[config.mk]
export PLATFORM = sky130hd
export DESIGN_NAME = mcp_port
export DESIGN_NICKNAME = d
export VERILOG_FILES = /design/src/inc/mcp_pkg.sv /design/src/mcp_bkpt_store.sv /design/src/mcp_port.sv
export SDC_FILE = /design/constraint.sdc
export NUM_CORES = 2
export LEC_CHECK = 0
export BUFFER_PORTS_ARGS = -buffer_cell sky130_fd_sc_hd__buf_2
export CAP_MARGIN = 10
export CORE_UTILIZATION = 55
export CTS_CLUSTER_DIAMETER = 200
export CTS_CLUSTER_SIZE = 40
export DETAILED_ROUTE_END_ITERATION = 12
export PLACE_DENSITY = 0.74
export SLEW_MARGIN = 20
export SYNTH_ARGS = -nofsm -noshare
export SYNTH_HDL_FRONTEND = slang
export SYNTH_SLANG_ARGS = --single-unit
[constraint.sdc]
create_clock -name clock -period 4.1 [get_ports clock]
set_input_delay 0.205 -clock clock [delete_from_list [all_inputs] [get_ports clock]]
set_output_delay 0.205 -clock clock [all_outputs]
set_load 0.005 [all_outputs]
[src/inc/mcp_pkg.sv]
// shared constants of the mmu coprocessor command port
package mcp_pkg;
    // data and cpu-space address widths
    localparam int DATA_W     = 32;
    localparam int ADDR_W     = 20;
    localparam int ENTRIES    = 64;
    localparam int BKPTS      = 8;
    localparam int OPCODE_W   = 16;
    // cpu-space address fields
    localparam int SPACE_LSB  = 16;
    localparam int CPID_LSB   = 13;
    localparam int SLOT_LSB   = 1;
    localparam int BKNUM_LSB  = 2;
    localparam logic [3:0] SPACE_BKPT   = 4'h0;
    localparam logic [3:0] SPACE_COPROC = 4'h2;
    localparam logic [2:0] OWN_CPID     = 3'h0;
    // interface register slots
    localparam logic [3:0] SLOT_RESPONSE = 4'h0;
    localparam logic [3:0] SLOT_COMMAND  = 4'h5;
    localparam logic [3:0] SLOT_OPERAND  = 4'h8;
    // command word fields
    localparam int OP_LSB     = 12;
    localparam int DIR_BIT    = 11;
    localparam int BYADDR_BIT = 9;
    localparam int FC_LSB     = 5;
    localparam int SEL_LSB    = 0;
    // command operation codes
    localparam logic [3:0] OP_REGMOVE  = 4'h0;
    localparam logic [3:0] OP_VALIDATE = 4'h1;
    localparam logic [3:0] OP_PROBE_RD = 4'h2;
    localparam logic [3:0] OP_PROBE_WR = 4'h3;
    localparam logic [3:0] OP_PRELD_RD = 4'h4;
    localparam logic [3:0] OP_PRELD_WR = 4'h5;
    localparam logic [3:0] OP_FLUSH    = 4'h6;
    localparam logic [3:0] OP_FLUSHALL = 4'h7;
    localparam logic [3:0] OP_FLUSHRT  = 4'h8;
    localparam logic [3:0] OP_FLUSHSH  = 4'h9;
    localparam logic [3:0] OP_EXPORT   = 4'ha;
    localparam logic [3:0] OP_IMPORT   = 4'hb;
    localparam logic [3:0] OP_CBRANCH  = 4'hc;
    localparam logic [3:0] OP_CDBRANCH = 4'hd;
    localparam logic [3:0] OP_CSET     = 4'he;
    localparam logic [3:0] OP_CTRAP    = 4'hf;
    // response codes
    localparam logic [31:0] RESP_IDLE      = 32'h0000_0000;
    localparam logic [31:0] RESP_DONE      = 32'h0000_0001;
    localparam logic [31:0] RESP_NEED_OPND = 32'h0000_0002;
    localparam logic [31:0] RESP_SEND_OPND = 32'h0000_0003;
    localparam logic [31:0] RESP_TRAP      = 32'h0000_0004;
    localparam logic [31:0] RESP_COND_F    = 32'h0000_0005;
    localparam logic [31:0] RESP_COND_T    = 32'h0000_0006;
    // internal register select
    localparam logic [4:0] SEL_LEVEL  = 5'h00;
    localparam logic [4:0] SEL_STATUS = 5'h01;
    localparam logic [4:0] SEL_ROOT   = 5'h02;
    localparam int SEL_BKPT_BIT = 4;
    localparam int SEL_CTRL_BIT = 3;
    // status register bits
    localparam int ST_HIT      = 15;
    localparam int ST_SHARED   = 14;
    localparam int ST_MODIFIED = 13;
    localparam int ST_USED     = 12;
    localparam int ST_PRIVFLT  = 11;
    localparam int ST_WRITE    = 10;
    // breakpoint control fields
    localparam int BKC_MODE_BIT = 8;
    localparam int BKC_W        = 9;
    // logical address fields
    localparam int PAGE_LSB  = 12;
    localparam int TAG_W     = 20;
    localparam int LEVEL_LSB = 29;
    // reset values
    localparam logic [2:0]  LEVEL_RST  = 3'h0;
    localparam logic [2:0]  ROOT_RST   = 3'h0;
    localparam logic [15:0] STATUS_RST = 16'h0000;
    localparam logic [8:0]  BKC_RST    = 9'h000;
endpackage

[src/mcp_bkpt_store.sv]
// replacement opcode store with registered read
`timescale 1ns/1ps
module mcp_bkpt_store #(
    parameter int WIDTH = 16,
    parameter int DEPTH = 8
) (
    input  wire logic                     clock,
    input  wire logic                     wrEn,
    input  wire logic [$clog2(DEPTH)-1:0] wrAddr,
    input  wire logic [WIDTH-1:0]         wrData,
    input  wire logic [$clog2(DEPTH)-1:0] rdAddr,
    output logic      [WIDTH-1:0]         rdData
);
    logic [WIDTH-1:0] store [DEPTH];

    generate
        if (DEPTH < 2 || WIDTH < 1) begin : g_bad
            $error("mcp_bkpt_store: bad geometry");
        end
    endgenerate

    // no reset: contents are software-loaded before use
    always_ff @(posedge clock) begin
        if (wrEn) begin
            store[wrAddr] <= wrData;
        end
        rdData <= store[rdAddr];
    end
endmodule

[src/mcp_port.sv]
// cpu-space responder of the paged mmu coprocessor
`timescale 1ns/1ps
// Operation
// [RULE_01] processor reads fixed address on breakpoint
// [RULE_02] answer breakpoint read: opcode+acks or bus error
// [RULE_03] mode: always exception, or n-times opcode
// [RULE_04] count decrements per opcode; zero gives error
// [RULE_05] processor passes instructions via register accesses
// [RULE_06] register move reads or writes internal register
// [RULE_07] validate traps when address needs more privilege
// [RULE_08] probe read/write loads status for address
// [RULE_09] preload read installs entry, history marks used
// [RULE_10] preload write installs entry, history marks modified
// [RULE_11] selective flush by function code, optionally address
// [RULE_12] flush all invalidates every cache entry
// [RULE_13] flush by root drops root and its entries; code invalidates entries matching the root only, root_reg is kept
// [RULE_14] shared flush drops shared entries by match
// [RULE_15] export state; import reloads the exported state
// [RULE_16] evaluate conditions for branch, set, trap ops
// [RULE_17] standard bus cycles, clock-rate independent handshake
// [RULE_18] processor computes all effective addresses
// [RULE_19] processor moves operands; unit only walks tables
// [RULE_20] processor performs trap when unit requests it
// [RULE_21] at most eight coprocessors, one such unit
// [RULE_22] processor drives coprocessor id zero on address
// [RULE_23] processor writes command, then reads response
module mcp_port
    import mcp_pkg::*;
#(
    parameter int NUM_ENTRIES = ENTRIES
) (
    input  wire logic              clock,
    input  wire logic              rst_b,
    input  wire logic              reqStrobe,
    input  wire logic              reqWrite,
    input  wire logic [ADDR_W-1:0] reqAddr,
    input  wire logic [DATA_W-1:0] reqWData,
    output logic      [DATA_W-1:0] readData,
    output logic                   dataAck,
    output logic                   sizeAck32,
    output logic                   busErr,
    output logic                   historyStrobe,
    output logic                   historyModified,
    output logic      [DATA_W-1:0] historyAddr
);
    localparam int IDX_W = $clog2(NUM_ENTRIES);
    localparam int BK_W  = $clog2(BKPTS);

    if (NUM_ENTRIES < 2 || (NUM_ENTRIES & (NUM_ENTRIES - 1)) != 0)
    begin : g_bad
        $error("mcp_port: NUM_ENTRIES must be a power of two");
    end

    typedef enum logic [1:0] {CMD_IDLE, CMD_WAIT_WR, CMD_WAIT_RD} mcp_cmd_e;
    typedef enum logic [1:0] {K_BKPT, K_DATA, K_ERROR} mcp_kind_e;

    mcp_cmd_e          cmdState_reg, cmdState_next;
    logic [15:0]       cmdWord_reg;
    logic [DATA_W-1:0] resp_reg, resp_next;
    logic [2:0]        level_reg;
    logic [2:0]        root_reg;
    logic [15:0]       status_reg;
    logic [IDX_W-1:0]  victim_reg;
    logic [BKC_W-1:0]  bkCtrl_reg [BKPTS];
    logic              s1Valid_reg;
    mcp_kind_e         s1Kind_reg;
    logic [DATA_W-1:0] s1Data_reg;
    logic              s1Supply_reg;
    logic              s1FromMem_reg;

    // request decode; one request in flight at a time
    wire        canTake   = reqStrobe & ~s1Valid_reg;
    wire [3:0]  spaceType = reqAddr[SPACE_LSB +: 4];
    wire [2:0]  cpId      = reqAddr[CPID_LSB +: 3];
    wire [3:0]  slot      = reqAddr[SLOT_LSB +: 4];
    wire [BK_W-1:0] bkNum = reqAddr[BKNUM_LSB +: BK_W];
    wire isBkpt = canTake & ~reqWrite & (spaceType == SPACE_BKPT); // [RULE_01]
    wire isCop  = canTake & (spaceType == SPACE_COPROC)
                & (cpId == OWN_CPID);               // [RULE_21] [RULE_22]
    wire cmdWrite = isCop & reqWrite & (slot == SLOT_COMMAND);  // [RULE_23]
    wire respRead = isCop & ~reqWrite & (slot == SLOT_RESPONSE);
    wire opWrite  = isCop & reqWrite & (slot == SLOT_OPERAND)
                  & (cmdState_reg == CMD_WAIT_WR);
    wire opRead   = isCop & ~reqWrite & (slot == SLOT_OPERAND)
                  & (cmdState_reg == CMD_WAIT_RD);
    wire copError = isCop & ~(cmdWrite | respRead | opWrite | opRead);

    // fields of a fresh command word
    wire [3:0] newOp     = reqWData[OP_LSB +: 4];
    wire       newDir    = reqWData[DIR_BIT];
    wire       newByAddr = reqWData[BYADDR_BIT];
    wire isCond = (newOp == OP_CBRANCH) | (newOp == OP_CDBRANCH)
                | (newOp == OP_CSET) | (newOp == OP_CTRAP);
    wire needRd = ((newOp == OP_REGMOVE) & newDir) | (newOp == OP_EXPORT);
    wire needWr = ((newOp == OP_REGMOVE) & ~newDir)
                | (newOp == OP_VALIDATE) | (newOp == OP_PROBE_RD)
                | (newOp == OP_PROBE_WR) | (newOp == OP_PRELD_RD)
                | (newOp == OP_PRELD_WR) | (newOp == OP_FLUSHRT)
                | (newOp == OP_IMPORT)
                | (((newOp == OP_FLUSH) | (newOp == OP_FLUSHSH))
                   & newByAddr);

    // the acting command: fresh if it needs no operand, else latched
    wire        immGo   = cmdWrite & ~needRd & ~needWr & ~isCond;
    wire        actGo   = immGo | opWrite;
    wire [15:0] actWord = cmdWrite ? reqWData[15:0] : cmdWord_reg;
    wire [3:0]  actOp   = actWord[OP_LSB +: 4];
    wire [3:0]  actFc   = actWord[FC_LSB +: 4];
    wire [4:0]  actSel  = actWord[SEL_LSB +: 5];
    wire        actByA  = actWord[BYADDR_BIT] & opWrite;
    wire [TAG_W-1:0] opTag = reqWData[PAGE_LSB +: TAG_W];
    wire [2:0]  opLevel = reqWData[LEVEL_LSB +: 3];
    wire [2:0]  opRoot  = reqWData[2:0];

    wire doValidate = opWrite & (actOp == OP_VALIDATE);
    wire doProbe    = opWrite & ((actOp == OP_PROBE_RD)
                    | (actOp == OP_PROBE_WR));
    wire doPreload  = opWrite & ((actOp == OP_PRELD_RD)
                    | (actOp == OP_PRELD_WR));
    wire isWriteOp  = (actOp == OP_PROBE_WR) | (actOp == OP_PRELD_WR);
    wire doFlushSel = actGo & (actOp == OP_FLUSH);
    wire doFlushAll = actGo & (actOp == OP_FLUSHALL);
    wire doFlushRt  = actGo & (actOp == OP_FLUSHRT);
    wire doFlushSh  = actGo & (actOp == OP_FLUSHSH);
    wire doImport   = actGo & (actOp == OP_IMPORT);
    wire doRegWr    = actGo & (actOp == OP_REGMOVE);
    wire selBkpt    = actSel[SEL_BKPT_BIT];
    wire selCtrl    = actSel[SEL_CTRL_BIT];
    wire [BK_W-1:0] selBk = actSel[BK_W-1:0];
    // lower level number means more privilege
    wire privFault  = opLevel < level_reg;                       // [RULE_07]

    // translation cache entries, one per generate slice
    logic [NUM_ENTRIES-1:0] entValid, entShared, entMod, entUsed;
    logic [NUM_ENTRIES-1:0] hitVec, flushVec, installVec;
    logic [3:0]       entFc   [NUM_ENTRIES];
    logic [TAG_W-1:0] entTag  [NUM_ENTRIES];
    logic [2:0]       entRoot [NUM_ENTRIES];
    wire anyHit = |hitVec;

    genvar gi;
        for (gi = 0; gi < NUM_ENTRIES; gi++) begin : g_ent
            wire fcHit  = entValid[gi] & (entFc[gi] == actFc);
            wire tagHit = entTag[gi] == opTag;
            assign hitVec[gi] = fcHit & tagHit & (entRoot[gi] == root_reg);
            assign installVec[gi] = doPreload & ~anyHit
                                  & (victim_reg == IDX_W'(gi));
            assign flushVec[gi] = doFlushAll                     // [RULE_12]
                | (doFlushSel & fcHit & (~actByA | tagHit))      // [RULE_11]
                | (doFlushSh & fcHit & entShared[gi]
                   & (~actByA | tagHit))                         // [RULE_14]
                | (doFlushRt & (entRoot[gi] == opRoot));         // [RULE_13]
            // install beats a flush landing in the same cycle
            always_ff @(posedge clock or negedge rst_b) begin
                if (!rst_b) begin
                    entValid[gi]  <= 1'b0;
                    entShared[gi] <= 1'b0;
                    entMod[gi]    <= 1'b0;
                    entUsed[gi]   <= 1'b0;
                    entFc[gi]     <= 4'h0;
                    entTag[gi]    <= '0;
                    entRoot[gi]   <= 3'h0;
                end else if (installVec[gi]) begin
                    entValid[gi]  <= 1'b1;                   // [RULE_09]
                    entShared[gi] <= actSel[0];
                    entMod[gi]    <= isWriteOp;              // [RULE_10]
                    entUsed[gi]   <= 1'b1;
                    entFc[gi]     <= actFc;
                    entTag[gi]    <= opTag;
                    entRoot[gi]   <= root_reg;
                end else if (flushVec[gi]) begin
                    entValid[gi]  <= 1'b0;
                end else if (doPreload & hitVec[gi]) begin
                    entUsed[gi]   <= 1'b1;
                    entMod[gi]    <= entMod[gi] | isWriteOp;
                end
            end
        end

    wire hitShared = |(hitVec & entShared);
    wire hitMod    = |(hitVec & entMod);
    wire hitUsed   = |(hitVec & entUsed);

    // condition evaluated on the status register
    wire [3:0] condIdx  = {1'b1, reqWData[2:0]};
    wire       condTrue = status_reg[condIdx] ^ reqWData[3];     // [RULE_16]

    // breakpoint control and counting
    wire [BKC_W-1:0] bkCtl    = bkCtrl_reg[bkNum];
    wire             bkSupply = bkCtl[BKC_MODE_BIT]
                              & (bkCtl[7:0] != 8'h00);           // [RULE_03]
        for (gi = 0; gi < BKPTS; gi++) begin : g_bk
            wire wrCtl = doRegWr & selBkpt & selCtrl
                       & (selBk == BK_W'(gi));
            wire decr  = isBkpt & bkSupply & (bkNum == BK_W'(gi));
            always_ff @(posedge clock or negedge rst_b) begin
                if (!rst_b) begin
                    bkCtrl_reg[gi] <= BKC_RST;
                end else if (wrCtl) begin
                    bkCtrl_reg[gi] <= reqWData[BKC_W-1:0];      // [RULE_06]
                end else if (decr) begin
                    bkCtrl_reg[gi] <= bkCtrl_reg[gi] - 9'h001;  // [RULE_04]
                end
            end
        end

    wire bkDataWr = doRegWr & selBkpt & ~selCtrl;
    wire [BK_W-1:0] memRdAddr = isBkpt ? bkNum : selBk;
    logic [OPCODE_W-1:0] memRdData;

    mcp_bkpt_store #(
        .WIDTH (OPCODE_W),
        .DEPTH (BKPTS)
    ) u_store (
        .clock  (clock),
        .wrEn   (bkDataWr),
        .wrAddr (selBk),
        .wrData (reqWData[OPCODE_W-1:0]),
        .rdAddr (memRdAddr),
        .rdData (memRdData)
    );

    // operand read value for register move or state export
    logic [DATA_W-1:0] opReadVal;
    wire [4:0] latSel = cmdWord_reg[SEL_LSB +: 5];
    always_comb begin
        opReadVal = '0;
        if (cmdWord_reg[OP_LSB +: 4] == OP_EXPORT) begin
            opReadVal = {status_reg, 13'h0000, level_reg};       // [RULE_15]
        end else if (latSel[SEL_BKPT_BIT] & latSel[SEL_CTRL_BIT]) begin
            opReadVal = {23'h000000, bkCtrl_reg[latSel[BK_W-1:0]]};
        end else if (latSel == SEL_LEVEL) begin
            opReadVal = {29'h00000000, level_reg};
        end else if (latSel == SEL_STATUS) begin
            opReadVal = {16'h0000, status_reg};
        end else if (latSel == SEL_ROOT) begin
            opReadVal = {29'h00000000, root_reg};
        end
    end

    // command sequencing and response
    always_comb begin
        cmdState_next = cmdState_reg;
        resp_next     = resp_reg;
        if (cmdWrite) begin
            if (needWr) begin
                cmdState_next = CMD_WAIT_WR;
                resp_next     = RESP_NEED_OPND;                 // [RULE_19]
            end else if (needRd) begin
                cmdState_next = CMD_WAIT_RD;
                resp_next     = RESP_SEND_OPND;
            end else if (isCond) begin
                cmdState_next = CMD_IDLE;
                if (newOp == OP_CTRAP) begin
                    resp_next = condTrue ? RESP_TRAP : RESP_DONE; // [RULE_16]
                end else begin
                    resp_next = condTrue ? RESP_COND_T : RESP_COND_F;
                end
            end else begin
                cmdState_next = CMD_IDLE;
                resp_next     = RESP_DONE;
            end
        end else if (opWrite) begin
            cmdState_next = CMD_IDLE;
            resp_next = (doValidate & privFault) ? RESP_TRAP
                                                 : RESP_DONE;   // [RULE_07]
        end else if (opRead) begin
            cmdState_next = CMD_IDLE;
            resp_next     = RESP_DONE;
        end
    end

    always_ff @(posedge clock or negedge rst_b) begin
        if (!rst_b) begin
            cmdState_reg <= CMD_IDLE;
            resp_reg     <= RESP_IDLE;
            cmdWord_reg  <= 16'h0000;
        end else begin
            cmdState_reg <= cmdState_next;
            resp_reg     <= resp_next;
            if (cmdWrite) begin
                cmdWord_reg <= reqWData[15:0];
            end
        end
    end

    // internal registers written by register move, probe, validate and import
    wire levelWr = (doRegWr & ~selBkpt & (actSel == SEL_LEVEL)) | doImport;
    wire [15:0] probeStatus = {anyHit, hitShared, hitMod, hitUsed,
                               privFault, isWriteOp, 10'h000};  // [RULE_08]
    always_ff @(posedge clock or negedge rst_b) begin
        if (!rst_b) begin
            level_reg  <= LEVEL_RST;
            root_reg   <= ROOT_RST;
            status_reg <= STATUS_RST;
        end else begin
            if (levelWr) begin
                level_reg <= reqWData[2:0];                      // [RULE_15]
            end
            if (doRegWr & ~selBkpt & (actSel == SEL_ROOT)) begin
                root_reg <= reqWData[2:0];
            end
            if (doProbe | doValidate) begin
                status_reg <= probeStatus;
            end else if (doImport) begin
                status_reg <= reqWData[31:16];
            end else if (doRegWr & ~selBkpt & (actSel == SEL_STATUS)) begin
                status_reg <= reqWData[15:0];
            end
        end
    end

    // round-robin victim pointer, moves only on a miss install
    always_ff @(posedge clock or negedge rst_b) begin
        if (!rst_b) begin
            victim_reg <= '0;
        end else if (doPreload & ~anyHit) begin
            victim_reg <= victim_reg + IDX_W'(1);
        end
    end

    // stage one: hold the kind of answer while the store reads
    always_ff @(posedge clock or negedge rst_b) begin
        if (!rst_b) begin
            s1Valid_reg   <= 1'b0;
            s1Kind_reg    <= K_DATA;
            s1Data_reg    <= '0;
            s1Supply_reg  <= 1'b0;
            s1FromMem_reg <= 1'b0;
        end else begin
            s1Valid_reg   <= isBkpt | isCop;
            s1Kind_reg    <= isBkpt ? K_BKPT : (copError ? K_ERROR : K_DATA);
            s1Data_reg    <= respRead ? resp_reg
                           : (opRead ? opReadVal : '0);
            s1Supply_reg  <= bkSupply;
            s1FromMem_reg <= opRead & latSel[SEL_BKPT_BIT]
                           & ~latSel[SEL_CTRL_BIT];
        end
    end

    // answer stage: acknowledge with data, or bus error
    wire bkOk   = s1Valid_reg & (s1Kind_reg == K_BKPT) & s1Supply_reg;
    wire ackNxt = bkOk | (s1Valid_reg & (s1Kind_reg == K_DATA));  // [RULE_17]
    wire errNxt = s1Valid_reg & ~ackNxt;                        // [RULE_02]
    wire useMem = (s1Kind_reg == K_BKPT) | s1FromMem_reg;
    wire [DATA_W-1:0] dataNxt = useMem ? {16'h0000, memRdData} : s1Data_reg;
    always_ff @(posedge clock or negedge rst_b) begin
        if (!rst_b) begin
            dataAck         <= 1'b0;
            sizeAck32       <= 1'b0;
            busErr          <= 1'b0;
            readData        <= '0;
            historyStrobe   <= 1'b0;
            historyModified <= 1'b0;
            historyAddr     <= '0;
        end else begin
            dataAck   <= ackNxt;                                 // [RULE_02]
            sizeAck32 <= ackNxt;
            busErr    <= errNxt;
            readData  <= ackNxt ? dataNxt : '0;
            historyStrobe   <= doPreload;                        // [RULE_09]
            historyModified <= doPreload & isWriteOp;            // [RULE_10]
            if (doPreload) begin
                historyAddr <= reqWData;
            end
        end
    end
endmodule

==> impl_metrics.json <==
{
  "status": "finished, violations left",
  "violations": "setup timing",
  "synth-seq-cells": 2352,
  "synth-edff-count": 128,
  "syn_nets": 10301,
  "viasPerCell": 6.18,
  "core_area_um2": 215000,
  "use_met1": 0.471,
  "synth-seq-area-share": 0.501,
  "path_delay_family": "simple AND/OR/NAND/NOR gates",
  "dp_cells": 13648,
  "numCtsBuffers": 68,
  "syn_area_um2": 119000,
  "yosysMostFrequentCell": "dfrtp_1",
  "vias": 85654,
  "clkSlewWorstSetupHoldPaths_ns": 0.16,
  "dp_worst_setup_slack_ns": -1.19,
  "critical-path-slowest-cell": "or4_4",
  "drt_pass1_iterations": 8,
  "leakagePower_nw": 63.6,
  "drcViolationCount": 0,
  "grt_pass1_vias": 86816,
  "syn_inst": 10231,
  "drt_wl_total_um": 376000,
  "io_buffers": 115,
  "first_iter_violations": 8858,
  "critPathKind": "register to register",
  "slew_headroom": 0.265,
  "gr-usage-all-layers": 0.343,
  "maxSlewViolCount": 0,
  "place_congestion": 1.04,
  "final-seq-area_um2": 59400,
  "tightestPinTransition_ns": 1.10,
  "fin_skew_ns": 0.0650,
  "antenna_found_initial": 7,
  "syn_avg_cell_area_um2": 11.6,
  "die_h_um": 467,
  "cp.required_ns": 4.78,
  "holdCritPathClass": "input port to register",
  "synth.area.top_cells": "dfrtp_1 (47%), mux2_2 (13%), xnor2_1 (9.4%)",
  "power_density_nw_per_um2": 269,
  "total_power_mw": 36.7,
  "yosysWarnings": 0,
  "fmax_mhz": 207,
  "grt_pass1_wl_um": 562000,
  "clk_path_buf_depth": 3,
  "use_met3": 0.0512,
  "grt_busiest_layer": "met2",
  "critPathMaxFanout": 25,
  "use_met2": 0.545,
  "fin_ws_ns": -0.740,
  "cts_tree": "yes",
  "netlist-cell-type-count": 89,
  "largest_reg_flops": 1280,
  "cp.arrival_ns": 5.52,
  "setup.worst_path.end_class": "register",
  "drive_above_1_share": 0.294,
  "multi_input_area_um2": 56100,
  "timing.final.hold_violations": 0,
  "holdWs_ns": 0.0574,
  "syn_to_final_growth_pct": 14.7,
  "irDropWorstVdd_mv": 0.332,
  "fin_nets": 11063,
  "grt_max_degree": 159,
  "cts_root_buf": "clkbuf_16",
  "max_cap_violations": 0,
  "ctsHtreeMaxLevel": 3,
  "setup_viol": 2002,
  "place_hpwl_um": 270000,
  "crit_path_cell_trace": "nor3b_4, nand4_4, buf_6, mux2i_4, buf_12, buf_4, a221oi_1, and4b_2, buf_6, nor4_4, nand4_1, or4_4, buf_4, nor4_4, buf_4, nand2_4, buf_12, mux2_2",
  "synth_top_cell_area_share": 0.465,
  "async_flop_share": 0.939,
  "synthTopCellsByCount": "dfrtp_1 (2207), mux2_2 (1337), xnor2_1 (1279)",
  "finalCriticalPeriod_ns": 4.84,
  "rows": 170,
  "synth_flop_cell": "dfrtp_1",
  "crit_top_cell": "buf_4",
  "final_cell_count_no_fill": 13859,
  "critPathBufInv": 7,
  "fin_crit_sh": 1.18,
  "slowest_delay_ns": 0.64,
  "clk_latency_ns": 0.84,
  "start_util": 0.553,
  "ant_nets": 0,
  "routedWlPerCell_um": 27.2,
  "largestRegisters": "entTag (1280), entFc (256), entRoot (192)",
  "die-area_um2": 218000,
  "synth_top_cell_by_area": "dfrtp_1",
  "fillers": 16415,
  "clkSinkCount": 2352,
  "io_pins": 125,
  "rsz0062_at_grt": "yes",
  "overflow": 0,
  "die_w_um": 467,
  "critPathLaunchType": "register",
  "regMostFlops": "entTag"
}
-- worst paths after layout --
kind | to | slack (ns) | cells past startpoint | startpoint
setup reg to reg | entTag[971]$_DFFE_PN0P_ | -0.74 | 18 | s1Valid_reg$_DFF_PN0_
max in group asynchronous | entTag[1092]$_DFFE_PN0P_ | 2.48 | 3 | rst_b
hold reg to reg | readData[7]$_DFF_PN0_ | 0.45 | 2 | u_store.rdData[7]$_DFF_P_
hold / removal | bkCtrl_reg[41]$_DFFE_PN0P_ | 0.06 | 4 | reqWData[5]
setup / recovery | entTag[971]$_DFFE_PN0P_ | -0.74 | 18 | s1Valid_reg$_DFF_PN0_
min in group asynchronous | entRoot[78]$_DFFE_PN0P_ | 0.07 | 2 | rst_b
-- layer usage --
layer	part of all wire	up-vias
li1	-	37218
met2	0.46	3317
met3	0.075	817
met5	0.00010	-
met1	0.41	44296
met4	0.048	6
-- worst reg2reg max path: cells and delay by family, from the launching register on --
family,cells,cell delay (ns)
simple gates,8,2.29
buf+inv,7,1.26
mux,2,0.61
flops,1,0.45
compound gates,1,0.10
-- power by group --
part | internal [mW] | switching [mW] | leakage, nW
combinational | 1.04 | 1.93 | 30.7
sequential | 23.4 | 0.00765 | 32.0
clock | 3.20 | 7.11 | 0.909
-- cells by family after synthesis --
kind of cell	after synthesis	synth area share
DFF	2352	0.501
and+or+nand+nor	2137	0.0957
xor gates and xnor gates	1990	0.147
muxes	1559	0.155
AOI/OAI and AO/OA	1262	0.0661
buffers and inverters	917	0.0348
adders and majority gates	14	0.00148
-- cell type report --
type                    instances  share of cell area
clock buffers                  84              0.0132
well taps                    2838              0.0261
flip-flops and latches       2352               0.436
multi-input cells            6963               0.412
repair buffers               1525               0.110
diodes                          8            0.000147
inverters                      83             0.00231
clock inverters                 6            0.000441
-- layout by cell type, fill, tap and decap left out, types with 27 or more instances in the layout --
cell / netlist / layout
dfrtp_1: 2207 / 2201
mux2_2: 1337 / 1336
xnor2_1: 1279 / 1270
buf_4: 26 / 1090
xor2_1: 711 / 711
nand2_1: 626 / 622
o21ai_0: 427 / 423
a21oi_1: 367 / 366
nand4_1: 296 / 296
buf_12: 0 / 250
nor2_1: 227 / 222
nand3_1: 219 / 214
nor4_1: 236 / 198
nor3_1: 151 / 138
edfxtp_1: 128 / 128
buf_2: 317 / 88
clkbuf_16: 0 / 77
inv_1: 78 / 75
and2_1: 74 / 72
mux2_4: 64 / 67
mux2_1: 63 / 61
a22oi_1: 54 / 54
mux4_2: 53 / 53
nand2b_1: 45 / 45
and3_1: 45 / 45
buf_6: 25 / 45
o2111ai_1: 43 / 41
mux2i_1: 42 / 38
dlygate4sd3_1: 0 / 36
a2111oi_0: 38 / 33
a211oi_1: 32 / 32
or3_1: 36 / 31
a21o_1: 27 / 27
nand3_2: 24 / 27
-- through the flow --
step	area [um^2]	TNS (ns)	util
after detailed placement	132000	-1657.00	0.616
after global routing	136000	-1121.24	0.635
after floorplan	119000	0	-
after CTS	135000	-670.32	0.631
final	136000	-994.05	0.635
after global placement	132000	-1847.43	0.616
-- what timing repair did --
item | in CTS | in global routing
hold buffers | 36 | 0
gates resized for setup | 89 | 89
pin swaps | 20 | 15
cloned | 9 | 7
endpoints found under the hold margin | 641 | 0
setup endpoints to repair | 1994 | 1996
setup buffers | 41 | 20
Note: power is estimated with default switching activity, not from simulation.
